[src/logic/dpr_pkg.sv]
/*
 * dpr_pkg: shared constants, types and timing counts for the dual-port
 * memory host controller (apb register map, pin strobe bundle, fsm).
 * assumes a 25 MHz system clock; all times below are in nanoseconds.
 */
`default_nettype none
package dpr_pkg;
    // clock rate in MHz and conversion of a least time to whole cycles
    localparam int CLK_MHZ = 25;
    function automatic int ns2cyc(input int ns);
        int c;
        c = (ns * CLK_MHZ + 999) / 1000;
        return (c < 1) ? 1 : c;
    endfunction

    // device timing, slowest grade
    localparam int T_ACCESS_NS   = 25; // address/select to data valid
    localparam int T_WPULSE_NS   = 20; // select or write pulse width
    localparam int T_BUSY_WH_NS  = 17; // write held after busy release
    localparam int T_FLAGOP_NS   = 12; // flag update pulse between cycles
    localparam int ACCESS_CYC    = ns2cyc(T_ACCESS_NS);
    localparam int WPULSE_CYC    = ns2cyc(T_WPULSE_NS);
    localparam int BUSY_WH_CYC   = ns2cyc(T_BUSY_WH_NS);
    localparam int FLAGOP_CYC    = ns2cyc(T_FLAGOP_NS);
    localparam int SETTLE_CYC    = 4;  // pin synchroniser latency + margin
    localparam int CNT_W         = 4;

    // register byte offsets
    localparam logic [7:0] REG_CTRL     = 8'h00;
    localparam logic [7:0] REG_ADDR     = 8'h04;
    localparam logic [7:0] REG_WDATA    = 8'h08;
    localparam logic [7:0] REG_RDATA    = 8'h0C;
    localparam logic [7:0] REG_STATUS   = 8'h10;
    localparam logic [7:0] REG_IRQ_STAT = 8'h14;
    localparam logic [7:0] REG_IRQ_MASK = 8'h18;

    // control register fields
    localparam int CTRL_START = 0;
    localparam int CTRL_CMD_LO = 1;
    localparam int CTRL_LO_EN = 4;
    localparam int CTRL_HI_EN = 5;
    // status register fields
    localparam int STAT_ACTIVE  = 0;
    localparam int STAT_GRANTED = 1;
    localparam int STAT_BUSY    = 2;
    // interrupt status / mask fields
    localparam int IRQ_W        = 3;
    localparam int IRQ_DONE     = 0;
    localparam int IRQ_LOST     = 1;
    localparam int IRQ_STALL    = 2;
    localparam logic [IRQ_W-1:0] IRQ_MASK_RST = 3'h0;

    typedef enum logic [1:0] {
        CMD_READ     = 2'h0,
        CMD_WRITE    = 2'h1,
        CMD_FLAG_REQ = 2'h2,
        CMD_FLAG_REL = 2'h3
    } dpr_cmd_e;

    typedef enum logic [6:0] {
        ST_IDLE     = 7'h01,
        ST_SETUP    = 7'h02,
        ST_STROBE   = 7'h04,
        ST_BUSYHOLD = 7'h08,
        ST_CAPTURE  = 7'h10,
        ST_END      = 7'h20,
        ST_GAP      = 7'h40
    } dpr_state_e;

    // strobes of one device port, all active low except readNotWrite
    typedef struct packed {
        logic portSelectN;
        logic readNotWrite;
        logic outEnN;
        logic highByteSelectN;
        logic lowByteSelectN;
        logic flagSpaceSelectN;
    } dpr_pinctl_s;

    localparam dpr_pinctl_s PINS_IDLE = 6'h3F;
endpackage
`default_nettype wire

[src/logic/dpr_pin_sync.sv]
/*
 * dpr_pin_sync: three-stage synchroniser for pin inputs; the output
 * moves only once stages two and three agree.
 * assumes one clock domain and a freeze-all clock enable.
 */
`timescale 1ns/1ps
`default_nettype none
module dpr_pin_sync #(
    parameter int W = 1,
    parameter logic [W-1:0] RST_VAL = '0
) (
    input  wire logic         clk,
    input  wire logic         resetn,
    input  wire logic         clkEn,
    input  wire logic [W-1:0] din,
    output logic      [W-1:0] dout
);
    logic [W-1:0] s1_r;
    logic [W-1:0] s2_r;
    logic [W-1:0] s3_r;

    // stage one is read by stage two only
    always_ff @(posedge clk or negedge resetn) begin
        if (!resetn) begin
            s1_r <= RST_VAL;
            s2_r <= RST_VAL;
            s3_r <= RST_VAL;
        end else if (clkEn) begin
            s1_r <= din;
            s2_r <= s1_r;
            s3_r <= s2_r;
        end
    end

    // agreement filter rejects a value caught mid-transition
    always_ff @(posedge clk or negedge resetn) begin
        if (!resetn) begin
            dout <= RST_VAL;
        end else if (clkEn && (s2_r == s3_r)) begin
            dout <= s3_r;
        end
    end
endmodule // dpr_pin_sync
`default_nettype wire

[src/logic/dpr_host.sv]
/*
 * dpr_host: controller for one port of an asynchronous dual-port static
 * memory; software issues reads, byte writes and flag-space requests
 * through apb registers, the fsm drives the port strobes.
 * assumes the memory pins are wired directly; busy is an input here.
 */
// Decided for this implementation: the APB slave port and the register addresses.
// Functional notes
// - keep read_not_write high throughout every read cycle.
// - address-only reads apply to the array, never to flag space.
// - read_not_write is high whenever the address changes.
// - memory byte access needs port select low and flag select high.
// - flag write then read keeps port select high, flag select used.
// - a flag request writes zero on data bit 0, port select high.
// - never drive data while the device drives its data pins.
`timescale 1ns/1ps
`default_nettype none
module dpr_host #(
    parameter int ADDR_W = 14,
    parameter int DATA_W = 16
) (
    input  wire logic               clk,
    input  wire logic               resetn,
    input  wire logic               clkEn,
    input  wire logic               psel,
    input  wire logic               penable,
    input  wire logic               pwrite,
    input  wire logic [7:0]         paddr,
    input  wire logic [31:0]        pwdata,
    output logic      [31:0]        prdata,
    output logic                    pready,
    output logic                    pslverr,
    output logic                    irq,
    output logic      [ADDR_W-1:0]  memAddr,
    output dpr_pkg::dpr_pinctl_s    pinCtl,
    output logic      [DATA_W-1:0]  memDataOut,
    output logic                    memDataOe,
    input  wire logic [DATA_W-1:0]  memDataIn,
    input  wire logic               busyInN
);
    localparam int HALF_W = DATA_W / 2;

    // byte lanes need an even width, registers hold at most 32 bits
    if ((DATA_W % 2) != 0 || DATA_W < 2 || DATA_W > 32 ||
        ADDR_W < 3 || ADDR_W > 32) begin : g_badParam
        $error("dpr_host: unsupported ADDR_W or DATA_W");
    end

    dpr_pkg::dpr_state_e      state_r;
    dpr_pkg::dpr_cmd_e        cmd_r;
    logic [dpr_pkg::CNT_W-1:0] cnt_r;
    logic                     phaseRd_r;
    logic                     hiEn_r;
    logic                     loEn_r;
    logic [ADDR_W-1:0]        addrReg_r;
    logic [DATA_W-1:0]        wdata_r;
    logic [DATA_W-1:0]        rdata_r;
    logic                     granted_r;
    logic [dpr_pkg::IRQ_W-1:0] irqStat_r;
    logic [dpr_pkg::IRQ_W-1:0] irqStat_nxt;
    logic [dpr_pkg::IRQ_W-1:0] irqMask_r;
    logic [dpr_pkg::IRQ_W-1:0] evt_r;
    logic [31:0]              prdata_r;
    logic [DATA_W-1:0]        dataSync;
    logic                     busySyncN;
    logic                     apbWr;
    logic                     apbRd;
    logic                     mapped;
    logic                     startReq;
    logic                     isWrite;
    logic                     isFlag;

    function automatic logic [DATA_W-1:0] fit32(input logic [31:0] v);
        return v[DATA_W-1:0];
    endfunction

    function automatic logic [dpr_pkg::CNT_W-1:0] cyc(input int n);
        return n[dpr_pkg::CNT_W-1:0];
    endfunction

    // pin inputs cross four flops before use
    dpr_pin_sync #(.W(DATA_W), .RST_VAL('0)) u_dataSync (
        .clk    (clk),
        .resetn (resetn),
        .clkEn  (clkEn),
        .din    (memDataIn),
        .dout   (dataSync)
    );

    dpr_pin_sync #(.W(1), .RST_VAL(1'b1)) u_busySync (
        .clk    (clk),
        .resetn (resetn),
        .clkEn  (clkEn),
        .din    (busyInN),
        .dout   (busySyncN)
    );

    // apb decode: zero wait states, unmapped offsets answer pslverr
    always_comb begin
        mapped = (paddr == dpr_pkg::REG_CTRL) ||
                 (paddr == dpr_pkg::REG_ADDR) ||
                 (paddr == dpr_pkg::REG_WDATA) ||
                 (paddr == dpr_pkg::REG_RDATA) ||
                 (paddr == dpr_pkg::REG_STATUS) ||
                 (paddr == dpr_pkg::REG_IRQ_STAT) ||
                 (paddr == dpr_pkg::REG_IRQ_MASK);
        pready  = psel && penable;
        pslverr = psel && penable && !mapped;
        apbWr   = clkEn && psel && penable && pwrite && mapped;
        apbRd   = clkEn && psel && penable && !pwrite && mapped;
        prdata  = prdata_r;
        startReq = apbWr && (paddr == dpr_pkg::REG_CTRL) &&
                   pwdata[dpr_pkg::CTRL_START] &&
                   (state_r == dpr_pkg::ST_IDLE);
    end

    // read data latched in the setup phase so prdata comes from a flop
    always_ff @(posedge clk or negedge resetn) begin
        if (!resetn) begin
            prdata_r <= 32'h0000_0000;
        end else if (clkEn && psel && !penable) begin
            unique case (paddr)
                dpr_pkg::REG_CTRL: prdata_r <= {26'h0, hiEn_r, loEn_r,
                                                1'b0, cmd_r, 1'b0};
                dpr_pkg::REG_ADDR: prdata_r <= 32'(addrReg_r);
                dpr_pkg::REG_WDATA: prdata_r <= 32'(wdata_r);
                dpr_pkg::REG_RDATA: prdata_r <= 32'(rdata_r);
                dpr_pkg::REG_STATUS: prdata_r <= {29'h0, !busySyncN,
                    granted_r, (state_r != dpr_pkg::ST_IDLE)};
                dpr_pkg::REG_IRQ_STAT: prdata_r <= 32'(irqStat_r);
                dpr_pkg::REG_IRQ_MASK: prdata_r <= 32'(irqMask_r);
                default: prdata_r <= 32'h0000_0000;
            endcase
        end
    end

    // software-written registers; a write to ctrl while active is dropped
    always_ff @(posedge clk or negedge resetn) begin
        if (!resetn) begin
            addrReg_r <= '0;
            wdata_r   <= '0;
            irqMask_r <= dpr_pkg::IRQ_MASK_RST;
        end else if (apbWr) begin
            if (paddr == dpr_pkg::REG_ADDR) begin
                addrReg_r <= pwdata[ADDR_W-1:0];
            end
            if (paddr == dpr_pkg::REG_WDATA) begin
                wdata_r <= fit32(pwdata);
            end
            if (paddr == dpr_pkg::REG_IRQ_MASK) begin
                irqMask_r <= pwdata[dpr_pkg::IRQ_W-1:0];
            end
        end
    end

    // sticky events; read clears, but a same-cycle event still sets
    always_comb begin
        irqStat_nxt = irqStat_r;
        if (apbRd && (paddr == dpr_pkg::REG_IRQ_STAT)) begin
            irqStat_nxt = '0;
        end
        irqStat_nxt = irqStat_nxt | evt_r;
    end

    always_ff @(posedge clk or negedge resetn) begin
        if (!resetn) begin
            irqStat_r <= '0;
        end else if (clkEn) begin
            irqStat_r <= irqStat_nxt;
        end
    end

    assign irq = |(irqStat_r & irqMask_r);

    // direction of the current phase: a flag request writes, then reads
    always_comb begin
        isFlag  = cmd_r[1];
        isWrite = (cmd_r == dpr_pkg::CMD_WRITE) ||
                  (cmd_r == dpr_pkg::CMD_FLAG_REL) ||
                  ((cmd_r == dpr_pkg::CMD_FLAG_REQ) && !phaseRd_r);
    end

    // port sequencer; address only moves in idle with the strobes high
    always_ff @(posedge clk or negedge resetn) begin
        if (!resetn) begin
            state_r    <= dpr_pkg::ST_IDLE;
            cmd_r      <= dpr_pkg::CMD_READ;
            cnt_r      <= '0;
            phaseRd_r  <= 1'b0;
            hiEn_r     <= 1'b0;
            loEn_r     <= 1'b0;
            memAddr    <= '0;
            pinCtl     <= dpr_pkg::PINS_IDLE;
            memDataOut <= '0;
            memDataOe  <= 1'b0;
            rdata_r    <= '0;
            granted_r  <= 1'b0;
            evt_r      <= '0;
        end else if (clkEn) begin
            evt_r <= '0;
            unique case (state_r)
                dpr_pkg::ST_IDLE: begin
                    if (startReq) begin
                        cmd_r     <= dpr_pkg::dpr_cmd_e'(
                                     pwdata[dpr_pkg::CTRL_CMD_LO +: 2]);
                        hiEn_r    <= pwdata[dpr_pkg::CTRL_HI_EN];
                        loEn_r    <= pwdata[dpr_pkg::CTRL_LO_EN];
                        phaseRd_r <= 1'b0;
                        memAddr   <= addrReg_r;
                        state_r   <= dpr_pkg::ST_SETUP;
                    end
                end
                dpr_pkg::ST_SETUP: begin
                    // each access opens with a fresh select edge
                    if (isFlag) begin
                        pinCtl.flagSpaceSelectN <= 1'b0;
                        pinCtl.highByteSelectN  <= 1'b0;
                        pinCtl.lowByteSelectN   <= 1'b0;
                    end else begin
                        pinCtl.portSelectN      <= 1'b0;
                        pinCtl.highByteSelectN  <= !hiEn_r;
                        pinCtl.lowByteSelectN   <= !loEn_r;
                    end
                    if (isWrite) begin
                        // write low with the select keeps device drivers off
                        pinCtl.readNotWrite <= 1'b0;
                        memDataOe <= 1'b1;
                        if (isFlag) begin
                            // zero requests, one releases
                            memDataOut <= {{(DATA_W-1){1'b1}},
                                (cmd_r == dpr_pkg::CMD_FLAG_REL)};
                        end else begin
                            memDataOut <= wdata_r;
                        end
                        cnt_r <= cyc(dpr_pkg::WPULSE_CYC);
                    end else begin
                        pinCtl.outEnN <= 1'b0;
                        cnt_r <= cyc(dpr_pkg::ACCESS_CYC);
                    end
                    state_r <= dpr_pkg::ST_STROBE;
                end
                dpr_pkg::ST_STROBE: begin
                    if (!busySyncN) begin
                        // device holds the access off; keep strobes
                        evt_r[dpr_pkg::IRQ_STALL] <= 1'b1;
                        cnt_r   <= cyc(dpr_pkg::BUSY_WH_CYC);
                        state_r <= dpr_pkg::ST_BUSYHOLD;
                    end else if (cnt_r > cyc(1)) begin
                        cnt_r <= cnt_r - cyc(1);
                    end else if (isWrite) begin
                        state_r <= dpr_pkg::ST_END;
                    end else begin
                        cnt_r   <= cyc(dpr_pkg::SETTLE_CYC);
                        state_r <= dpr_pkg::ST_CAPTURE;
                    end
                end
                dpr_pkg::ST_BUSYHOLD: begin
                    // no bound on busy: a stuck busy stalls this port
                    if (!busySyncN) begin
                        cnt_r <= cyc(dpr_pkg::BUSY_WH_CYC);
                    end else if (cnt_r > cyc(1)) begin
                        cnt_r <= cnt_r - cyc(1);
                    end else if (isWrite) begin
                        state_r <= dpr_pkg::ST_END;
                    end else begin
                        cnt_r   <= cyc(dpr_pkg::SETTLE_CYC);
                        state_r <= dpr_pkg::ST_CAPTURE;
                    end
                end
                dpr_pkg::ST_CAPTURE: begin
                    if (cnt_r > cyc(1)) begin
                        cnt_r <= cnt_r - cyc(1);
                    end else begin
                        rdata_r <= dataSync;
                        if (isFlag) begin
                            // low on bit 0 means this port holds the flag
                            granted_r <= !dataSync[0];
                            evt_r[dpr_pkg::IRQ_LOST] <= dataSync[0];
                        end
                        state_r <= dpr_pkg::ST_END;
                    end
                end
                dpr_pkg::ST_END: begin
                    // selects rise first; write stays low so data holds
                    pinCtl.portSelectN      <= 1'b1;
                    pinCtl.flagSpaceSelectN <= 1'b1;
                    pinCtl.highByteSelectN  <= 1'b1;
                    pinCtl.lowByteSelectN   <= 1'b1;
                    pinCtl.outEnN           <= 1'b1;
                    if (cmd_r == dpr_pkg::CMD_FLAG_REL) begin
                        granted_r <= 1'b0;
                    end
                    cnt_r   <= cyc(dpr_pkg::FLAGOP_CYC);
                    state_r <= dpr_pkg::ST_GAP;
                end
                dpr_pkg::ST_GAP: begin
                    pinCtl.readNotWrite <= 1'b1;
                    memDataOe <= 1'b0;
                    if (cnt_r > cyc(1)) begin
                        cnt_r <= cnt_r - cyc(1);
                    end else if ((cmd_r == dpr_pkg::CMD_FLAG_REQ) &&
                                 !phaseRd_r) begin
                        phaseRd_r <= 1'b1;
                        state_r   <= dpr_pkg::ST_SETUP;
                    end else begin
                        evt_r[dpr_pkg::IRQ_DONE] <= 1'b1;
                        state_r <= dpr_pkg::ST_IDLE;
                    end
                end
                default: state_r <= dpr_pkg::ST_IDLE;
            endcase
        end
    end
endmodule // dpr_host
`default_nettype wire

[config.mk]
export PLATFORM = sky130hd
export DESIGN_NAME = dpr_host
export DESIGN_NICKNAME = d
export VERILOG_FILES = /design/src/logic/dpr_pkg.sv /design/src/logic/dpr_pin_sync.sv /design/src/logic/dpr_host.sv
export SDC_FILE = /design/constraint.sdc
export NUM_CORES = 1
export LEC_CHECK = 0
export BUFFER_PORTS_ARGS = -buffer_cell sky130_fd_sc_hd__buf_2
export CELL_PAD_IN_SITES_DETAIL_PLACEMENT = 0
export CELL_PAD_IN_SITES_GLOBAL_PLACEMENT = 1
export CORE_MARGIN = 8
export CORE_UTILIZATION = 49
export DETAILED_ROUTE_END_ITERATION = 7
export PLACE_DENSITY = 0.82
export SYNTH_ARGS = -nofsm -noshare
export SYNTH_HDL_FRONTEND = slang
export SYNTH_SLANG_ARGS = --single-unit
[constraint.sdc]
create_clock -name clk -period 4.84 [get_ports clk]
set_clock_uncertainty 0.15 [all_clocks]
set_input_delay 0.242 -clock clk [delete_from_list [all_inputs] [get_ports clk]]
set_output_delay 0.242 -clock clk [all_outputs]
set_load 0.01 [all_outputs]
==> results of run 1 <==
cells by family (layout without fill, tap and decap cells):
group / after synthesis / after routing / synth area share, %
AND/OR/NAND/NOR: 137 / 137 / 8.395
buffers and inverters: 62 / 186 / 3.728
flip-flops: 193 / 193 / 55.93
XOR/XNOR: 18 / 18 / 1.821
other: 1 / 16 / 0.04330
AO/OA/AOI/OAI: 101 / 101 / 8.091
multiplexers: 160 / 160 / 21.70
adder cells (fa/ha/maj): 2 / 2 / 0.2889
worst max path at each step:
stage                                endpoint
floorplan                cnt_r[0]$_DFFE_PN0P_
global placement     addrReg_r[8]$_DFFE_PN0P_
detailed placement   addrReg_r[3]$_DFFE_PN0P_
CTS                    memAddr[9]$_DFFE_PN0P_
finish                 memAddr[9]$_DFFE_PN0P_
global route        memDataOut[4]$_DFFE_PN0P_
worst max-delay path, stage by stage (launching register included):
cell	delay, ns
dfrtp_1	0.51
or4_4	0.61
nor4_4	0.29
nand4_4	0.50
mux2_4	0.46
per-layer routing:
| layer | routed length (um) | share of wire (%) | track usage [%] |
|---|---|---|---|
| met1 | 8918 | 46 | 24.34 |
| met2 | 9125 | 47 | 28.53 |
| met3 | 1183 | 6.1 | 3.975 |
| met4 | 315 | 1.6 | 6.058 |
| met5 | 0 | 0 | 0 |
timing repair:
item	4_1_cts	5_1_grt
setup endpoints to repair	0	0
hold endpoints to repair	167	0
hold buffers	35	0
cells in the mapped netlist (all sizes together), types with 2 or more instances:
| master | instances | area, um^2 |
|---|---|---|
| dfrtp | 182 | 4554 |
| mux2 | 149 | 1719 |
| nor2 | 48 | 180.2 |
| nand2 | 31 | 118.9 |
| a21oi | 27 | 146.4 |
| buf | 26 | 187.7 |
| clkbuf | 22 | 82.58 |
| o31ai | 17 | 127.6 |
| o21ai | 16 | 80.07 |
| inv | 14 | 52.55 |
| xnor2 | 13 | 113.9 |
| dfstp | 11 | 289.0 |
| a22oi | 9 | 67.56 |
| nand3 | 9 | 55.05 |
| nand4 | 8 | 65.06 |
| mux2i | 7 | 70.07 |
| nor2b | 7 | 43.79 |
| a22o | 6 | 52.55 |
| nand2b | 6 | 37.54 |
| nor3 | 5 | 36.29 |
| xor2 | 5 | 43.79 |
| mux4 | 4 | 90.09 |
| nor4 | 4 | 40.04 |
| a31oi | 3 | 18.77 |
| o21a | 3 | 22.52 |
| or3 | 3 | 23.77 |
| or4 | 3 | 30.03 |
| a211oi | 2 | 15.01 |
| a21o | 2 | 15.01 |
| and2 | 2 | 12.51 |
| and3 | 2 | 12.51 |
| and3b | 2 | 17.52 |
| ha | 2 | 25.02 |
| nand3b | 2 | 15.01 |
| nand4b | 2 | 17.52 |
| o22a | 2 | 17.52 |
| o22ai | 2 | 12.51 |
| or2 | 2 | 12.52 |
registers in the layout, summed over array words and instances (netlist names), 2 cells and up:
| signal | count |
|---|---|
| irqStat_r | 3 |
| u_dataSync.s1_r | 16 |
| memDataOut | 16 |
| wdata_r | 16 |
| state_r | 7 |
| cmd_r | 2 |
| cnt_r | 4 |
| addrReg_r | 14 |
| pinCtl | 6 |
| u_dataSync.dout | 16 |
| rdata_r | 16 |
| irqMask_r | 3 |
| prdata | 16 |
| memAddr | 14 |
| u_dataSync.s3_r | 16 |
| u_dataSync.s2_r | 16 |
| evt_r | 3 |
per-stage QoR:
| stage | hold WS, ns | total power [mW] | std cells | setup slack, ns | utilization (%) |
|---|---|---|---|---|---|
| floorplan | -0.2036 | 2.338 | 689 | 2.504 | - |
| detailed placement | 0.3155 | 2.547 | 972 | 2.142 | 53.72 |
| global route | 0.02058 | 4.226 | 1038 | 1.976 | 59.43 |
| CTS | 0.003996 | 4.072 | 1038 | 2.166 | 59.43 |
| finish | 0.01538 | 4.047 | 1038 | 2.183 | 59.43 |
| global placement | 0.3092 | 2.520 | 972 | 2.151 | 53.72 |
power groups by stage:
stage	Combinational [mW]	Sequential, mW	Clock (mW)
global placement	0.641	1.88	0
finish	0.684	1.86	1.50
floorplan	0.489	1.85	0
CTS	0.683	1.86	1.53
global route	0.754	1.88	1.59
detailed placement	0.658	1.89	0
cell type report:
class	instances	area share [%]
flip-flops and latches	193	47.12
multi-input cells	434	34.56
repair buffers	141	8.874
clock buffers	18	4.273
well taps	225	2.739
clock inverters	13	1.923
inverters	14	0.5113
==> qor.csv, run 1 <==
metric,value,unit
outcome,finished clean,
worstPathRequired,5.00,ns
syn-instance-count,674,
crit_type,flop to flop,
min_path_cells,3,
drt_wl_total,19540,um
grt_pass1_vias,6102,
wl_per_cell,18.83,um
max_cap_violations,0,
detail_route.first_pass.iterations,5,
p_comb_share,16.9,%
postLayoutCellArea,10280,um^2
cts.sinks,193,
dieArea,22180,um^2
cp-start-kind,flop,
yosys_most_used_dff,dfrtp_1,
fp.dieW,148.9,um
end_kind,flop,
synth-async-reset-ratio,100.0,%
arrival,2.82,ns
pwr-share-seq,46.0,%
p_int,2.930,mW
switchingPower,1.117,mW
fill_cells,1397,
multi_input_area,3552,um^2
r2r-start,state_r[5]$_DFFE_PN0P_,
clk_pin_slew,0.07,ns
nNetsFinal,866,
grt_pass1_wl,32090,um
cts_setup_buffers,0,
initial_core_util,50.07,%
routabilityCongestion,0.8267,
fin_crit_sh,54.89,%
route.antenna.remaining_nets,0,
post_synth_num_cell_types,66,
cp_max_fo,19,
cts_resized,0,
hold_class,input port to flop,
synth_seq_area_share,55.93,%
htree_levels,4,
grt_overflow,0,
clock.fmax,376.4,MHz
worst_pin_slew,1.163,ns
finalSetupTns,0,ns
row_count,48,
min_from,paddr[0],
antenna_found_initial,0,
peakVddDrop,0.0002618,V
tritoncts,done,
p_leak,4.938,nW
placed_cell_area,9291,um^2
grtUsageTotal,18.10,%
drive_above_1_share,38.75,%
rsz0062_at_grt,false,
setup_violations,0,
final_common_cell,dfrtp_1,
area_delta_synth_final,18.70,%
hpwl,13670,um
synth_seq_cells,193,
synth_edf_count,0,
hold_viol,0,
layout_common_cells,"dfrtp_1 (182), mux2_2 (138), buf_2 (101)",
reg2reg_depth,4,
clock_latency,0.43,ns
clk_path_buf_depth,2,
ff2ff_setup_slack,2.18,ns
ys_warn_count,0,
whs_endpoint,prdata[1]$_DFFE_PN0P_,
pin_count,135,
slew_headroom,22.40,%
drt_iter0_drc,310,
p_sw_share,27.61,%
drc_errors,0,
via_per_inst,5.479,
die_h,148.9,um
port-buffer-count,102,
avgSynthCellArea,12.85,um^2
reg2reg_to,memAddr[9]$_DFFE_PN0P_,
setup.worst_path.start,state_r[5]$_DFFE_PN0P_,
drv_slew,0,
ff_latch_area,4843,um^2
syn_area,8660,um^2
vias,5687,
diodes,0,
cts-root-buf,clkbuf_16,
core,17300,um^2
min_period,2.657,ns
p_clk_share,37.2,%
cts-buffers-inserted,17,
p_per_area,393.7,nW/um^2
grt_max_degree,125,
Note: power is estimated with default switching activity, not from simulation.
==> run 2: changes to the inputs <==
- CORE_UTILIZATION: 49 -> 46
- PLACE_DENSITY: 0.82 -> 0.78
- clock period: 4.84 -> 2.7 ns (I/O delays scaled with it)
==> qor.csv, run 2 (synthesis gave the netlist of run 1 again) <==
metric,value,unit,change
outcome,finished clean,,
crit_type,flop to flop,,
wl_per_cell,18.91,um,+0.45%
cts.sinks,193,,unchanged
area_delta_synth_final,20.52,%,
drive_above_1_share,40.00,%,+1.3 points
rsz0062_at_grt,false,,
route.antenna.remaining_nets,0,,unchanged
fp.dieW,153.2,um,+2.9%
totalPowerFinal,7.147,mW,+77%
tritoncts,done,,
cp_max_fo,7,,-12
cts_setup_buffers,0,,unchanged
grt_max_degree,71,,-43%
final_critical_path_setup_slack,0.2885,ns,-1.895 ns
min_from,paddr[4],,
r2r-start,state_r[4]$_DFFE_PN0P_,,
cts-root-buf,clkbuf_16,,
drc_errors,0,,unchanged
final_common_cell,dfrtp_1,,
clk_path_buf_depth,2,,unchanged
clock_latency,0.43,ns,about the same
fill_cells,1574,,+13%
nNetsFinal,887,,+2.4%
end_kind,flop,,
routabilityCongestion,0.8257,,-0.12%
core,18580,um^2,+7.4%
slew_headroom,57.07,%,+35 points
hpwl,14440,um,+5.7%
vias,5790,,+1.8%
arrival,2.57,ns,-0.25 ns
hold_slack,0.02329,ns,+0.007916 ns
cp-start-kind,flop,,
grt_pass1_vias,6251,,+2.4%
pin_count,135,,unchanged
layout_common_cells,"dfrtp_1 (182), mux2_2 (138), buf_2 (101)",,
via_per_inst,5.416,,-1.1%
diodes,0,,unchanged
worstPathRequired,2.86,ns,-2.14 ns
port-buffer-count,102,,unchanged
initial_core_util,46.61,%,-3.5 points
setup_violations,0,,unchanged
drt_wl_total,20220,um,+3.5%
dieArea,23470,um^2,+5.8%
p_per_area,684.8,nW/um^2,+74%
peakVddDrop,0.0004696,V,+79%
worst_pin_slew,0.6439,ns,-0.5188 ns
grt_overflow,0,,unchanged
antenna_found_initial,0,,unchanged
clk_pin_slew,0.07,ns,about the same
stdcell_count,1069,,+3.0%
detail_route.first_pass.iterations,4,,-1
cts_resized,0,,unchanged
reg2reg_depth,5,,+1
p_leak,5.041,nW,+2.1%
grtUsageTotal,17.85,%,-0.25 points
min_period,2.411,ns,-0.2450 ns
grt_pass1_wl,33620,um,+4.8%
dp_cells,1001,,+3.0%
fin_crit_sh,89.31,%,+34 points
min_path_cells,3,,unchanged
hold_viol,0,,unchanged
setup.worst_path.start,state_r[4]$_DFFE_PN0P_,,
ff_latch_area,4843,um^2,unchanged
hold_class,input port to flop,,
htree_levels,4,,unchanged
drt_iter0_drc,250,,-19%
drv_slew,0,,unchanged
max_cap_violations,0,,unchanged
cts-buffers-inserted,17,,unchanged
die_h,153.2,um,+2.9%
dpl_worst_slack,0.2938,ns,-1.849 ns
multi_input_area,3552,um^2,unchanged
finalSetupTns,0,ns,unchanged
row_count,50,,+4.2%
clock.fmax,414.7,MHz,+10%
[run 2: changes by cell type in the layout (fill, tap and decap cells not counted), sizes merged]
cell	change
buf	+20
clkinv	+5
bufinv	-2
clkbuf	+2
clkinvlp	-2
inv	-2
dlygate4sd3	+1
[run 2: per-layer routing]
layer  GRT usage (%)  up-vias  wire (um)
li1                -     2690          -
met1           23.44     2910       8979
met2           28.43      169       9639
met3           4.201       21       1289
met4           6.409        0        308
met5               0        -          0
[run 2: repair_timing]
item,in CTS,in global routing
hold endpoints to repair,121,0
hold buffers,36,0
setup endpoints to repair,0,0
[run 2: layout make-up]
class | instances | share of cell area [%]
inverter | 14 | 0.5035
tap | 234 | 2.805
clock buffer | 20 | 4.280
sequential | 193 | 46.41
multi-input combinational | 434 | 34.04
timing repair buffer | 162 | 10.51
clock inverter | 12 | 1.451
[run 2: metrics by stage]
stage	utilization [%]	cell area, um^2
2_1_floorplan	-	8716
3_3_place_gp	51.01	9478
3_5_place_dp	51.01	9478
4_1_cts	56.17	10440
5_1_grt	56.17	10440
6_report	56.17	10440
[run 2: where the power goes]
group / switching [mW] / internal (mW) / leakage [nW]
combinational: 0.706 / 0.594 / 2.22
clock: 1.12 / 1.41 / 0.291
sequential: 0.198 / 3.12 / 2.53
[run 2: worst max-delay path, cell delays in order (launching register included)]
cell and delay [ns]:
dfrtp_1 0.46, or4_4 0.56, or3_4 0.39, o221ai_4 0.31, a21oi_4 0.11, mux2_4 0.32
[run 2: worst paths after layout]
check                      slack, ns                         endpoint
max reg2reg                     0.29           state_r[1]$_DFFE_PN0P_
max                             0.29           state_r[1]$_DFFE_PN0P_
min                             0.02            prdata[0]$_DFFE_PN0P_
min reg2reg                     0.33            prdata[5]$_DFFE_PN0P_
max in group asynchronous       1.48           wdata_r[1]$_DFFE_PN0P_
min in group asynchronous       0.14  u_dataSync.s2_r[15]$_DFFE_PN0P_
==> run 3: changes to the inputs <==
- CORE_ASPECT_RATIO: not set -> 0.9
- CORE_UTILIZATION: 46 -> 35
- PLACE_DENSITY: 0.78 -> 0.61
- REMOVE_ABC_BUFFERS: not set -> 1
==> qor.csv, run 3 (synthesis gave the netlist of run 1 again) <==
metric,value,unit,change
wl_per_cell,18.87,um,-0.24%
row_count,54,,+8.0%
cts-buffers-inserted,17,,unchanged
crit_type,flop to flop,,
final_util,43.65,%,-13 points
routabilityCongestion,0.8203,,-0.65%
postCtsHoldBufs,38,,+5.6%
stdcell_count,1147,,+7.3%
initial_core_util,35.70,%,-11 points
end_kind,flop,,
cp-start-kind,flop,,
fill_cells,2251,,+43%
clk_pin_slew,0.08,ns,about the same
reg2reg_depth,6,,+1
dieArea,30040,um^2,+28%
p_sw_share,29.95,%,+1.6 points
core,24260,um^2,+31%
switchingPower,2.155,mW,+6.5%
arrival,2.59,ns,+0.02 ns
worst_pin_slew,0.7725,ns,+0.1286 ns
reg2reg_to,rdata_r[6]$_DFFE_PN0P_,,
grtUsageTotal,14.72,%,-3.1 points
p_clk_share,35.5,%,about the same
drt_wl_total,21640,um,+7.0%
fp.dieW,181.8,um,+19%
grt_max_degree,91,,+28%
nNetsFinal,891,,+0.45%
vias,5786,,-0.069%
finalSetupTns,0,ns,unchanged
clock.fmax,411.3,MHz,-0.81%
drc_errors,0,,unchanged
top_layer_used,met4,,
fin_crit_sh,90.04,%,+0.73 points
die_h,165.2,um,+7.8%
cts.sinks,193,,unchanged
layout_common_cells,"dfrtp_1 (182), mux2_2 (138), buf_2 (101)",,
pin_count,135,,unchanged
antenna_found_initial,0,,unchanged
via_per_inst,5.044,,-6.9%
setup.worst_path.start,cnt_r[0]$_DFFE_PN0P_,,
port-buffer-count,102,,unchanged
cp_max_fo,16,,+9
dp_cells,1077,,+7.6%
area_delta_synth_final,22.27,%,
m1WireLength,10300,um,+15%
clk_path_buf_depth,2,,unchanged
hpwl,15560,um,+7.7%
diodes,0,,unchanged
route.antenna.remaining_nets,0,,unchanged
endpoint,rdata_r[6]$_DFFE_PN0P_,,
p_leak,5.058,nW,+0.35%
htree_levels,4,,unchanged
worstPathRequired,2.86,ns,about the same
detail_route.first_pass.iterations,5,,+1
min_from,paddr[4],,
hold_class,input port to flop,,
grt_pass1_wl,34860,um,+3.7%
slew_headroom,48.50,%,-8.6 points
cts_setup_buffers,0,,unchanged
drive_above_1_share,40.29,%,+0.29 points
setup_violations,0,,unchanged
grt_overflow,0,,unchanged
cts-root-buf,clkbuf_16,,
clock_latency,0.43,ns,about the same
max_cap_violations,0,,unchanged
drv_slew,0,,unchanged
tritoncts,done,,
drt_iter0_drc,322,,+29%
p_per_area,679.6,nW/um^2,-0.76%
wl_met2,10050,um,+4.3%
p_int,5.041,mW,-1.6%
r2r-start,cnt_r[0]$_DFFE_PN0P_,,
peakVddDrop,0.0004203,V,-11%
p_comb_share,18.5,%,+0.3 points
rsz0062_at_grt,false,,
final_common_cell,dfrtp_1,,
min_period,2.431,ns,+0.01973 ns
dr_wl_met3,1116,um,-13%
pwr-share-seq,46.0,%,-0.4 points
outcome,finished clean,,
ff2ff_setup_slack,0.27,ns,-0.02 ns
cts_resized,0,,unchanged
hold_viol,0,,unchanged
grt_pass1_vias,6206,,-0.72%
-- run 3: layout make-up --
class,instances,area [um^2],area share (%)
Clock inverter,15,171.4,1.619
Clock buffer,17,425.4,4.018
Timing Repair Buffer,166,1157,10.93
Tap cell,308,385.4,3.640
Multi-Input combinational cell,434,3552,33.55
Inverter,14,52.55,0.4963
Sequential cell,193,4843,45.75
-- run 3: worst min-delay path by stage --
stage                                endpoint  slack [ns]  cells past startpoint
2_1_floorplan        addrReg_r[0]$_DFFE_PN0P_       -0.31                      0
3_3_place_gp   u_dataSync.s1_r[0]$_DFFE_PN0P_        0.11                      1
3_5_place_dp           memAddr[0]$_DFFE_PN0P_        0.12                      1
4_1_cts                 prdata[0]$_DFFE_PN0P_       0.003                      3
5_1_grt                 prdata[0]$_DFFE_PN0P_        0.05                      3
6_report                prdata[0]$_DFFE_PN0P_        0.03                      3
-- run 3: metrics by stage --
stage | cell area [um^2] | power [mW] | hold slack (ns) | setup WS [ns]
after floorplan | 8446 | 4.131 | -0.3106 | 0.01886
after global placement | 9610 | 4.608 | 0.1145 | 0.3484
after detailed placement | 9610 | 4.643 | 0.1242 | 0.3154
after CTS | 10590 | 7.271 | 0.002942 | 0.2844
after global routing | 10590 | 7.535 | 0.05120 | 0.1244
final | 10590 | 7.196 | 0.02738 | 0.2688
-- run 3: worst max-delay path, cell delays in order, from the launching register on --
cell	delay [ns]
dfrtp_1	0.39
inv_1	0.09
ha_1	0.25
o21ai_1	0.43
nor2_1	0.18
nand2_2	0.43
mux2_2	0.39
-- run 3: per-layer routing --
layer  global-route usage [%]  vias to the layer above
met2                    23.89                      137
met5                        0                        -
met3                    3.521                       13
met1                    19.68                     2945
li1                         -                     2691
met4                    3.537                        0
-- run 3: power groups by stage --
stage | Combinational, mW | Sequential, mW | Clock, mW
floorplan | 0.804 | 3.33 | 0
global placement | 1.25 | 3.35 | 0
detailed placement | 1.28 | 3.37 | 0
CTS | 1.33 | 3.31 | 2.63
global route | 1.45 | 3.34 | 2.74
finish | 1.33 | 3.31 | 2.55
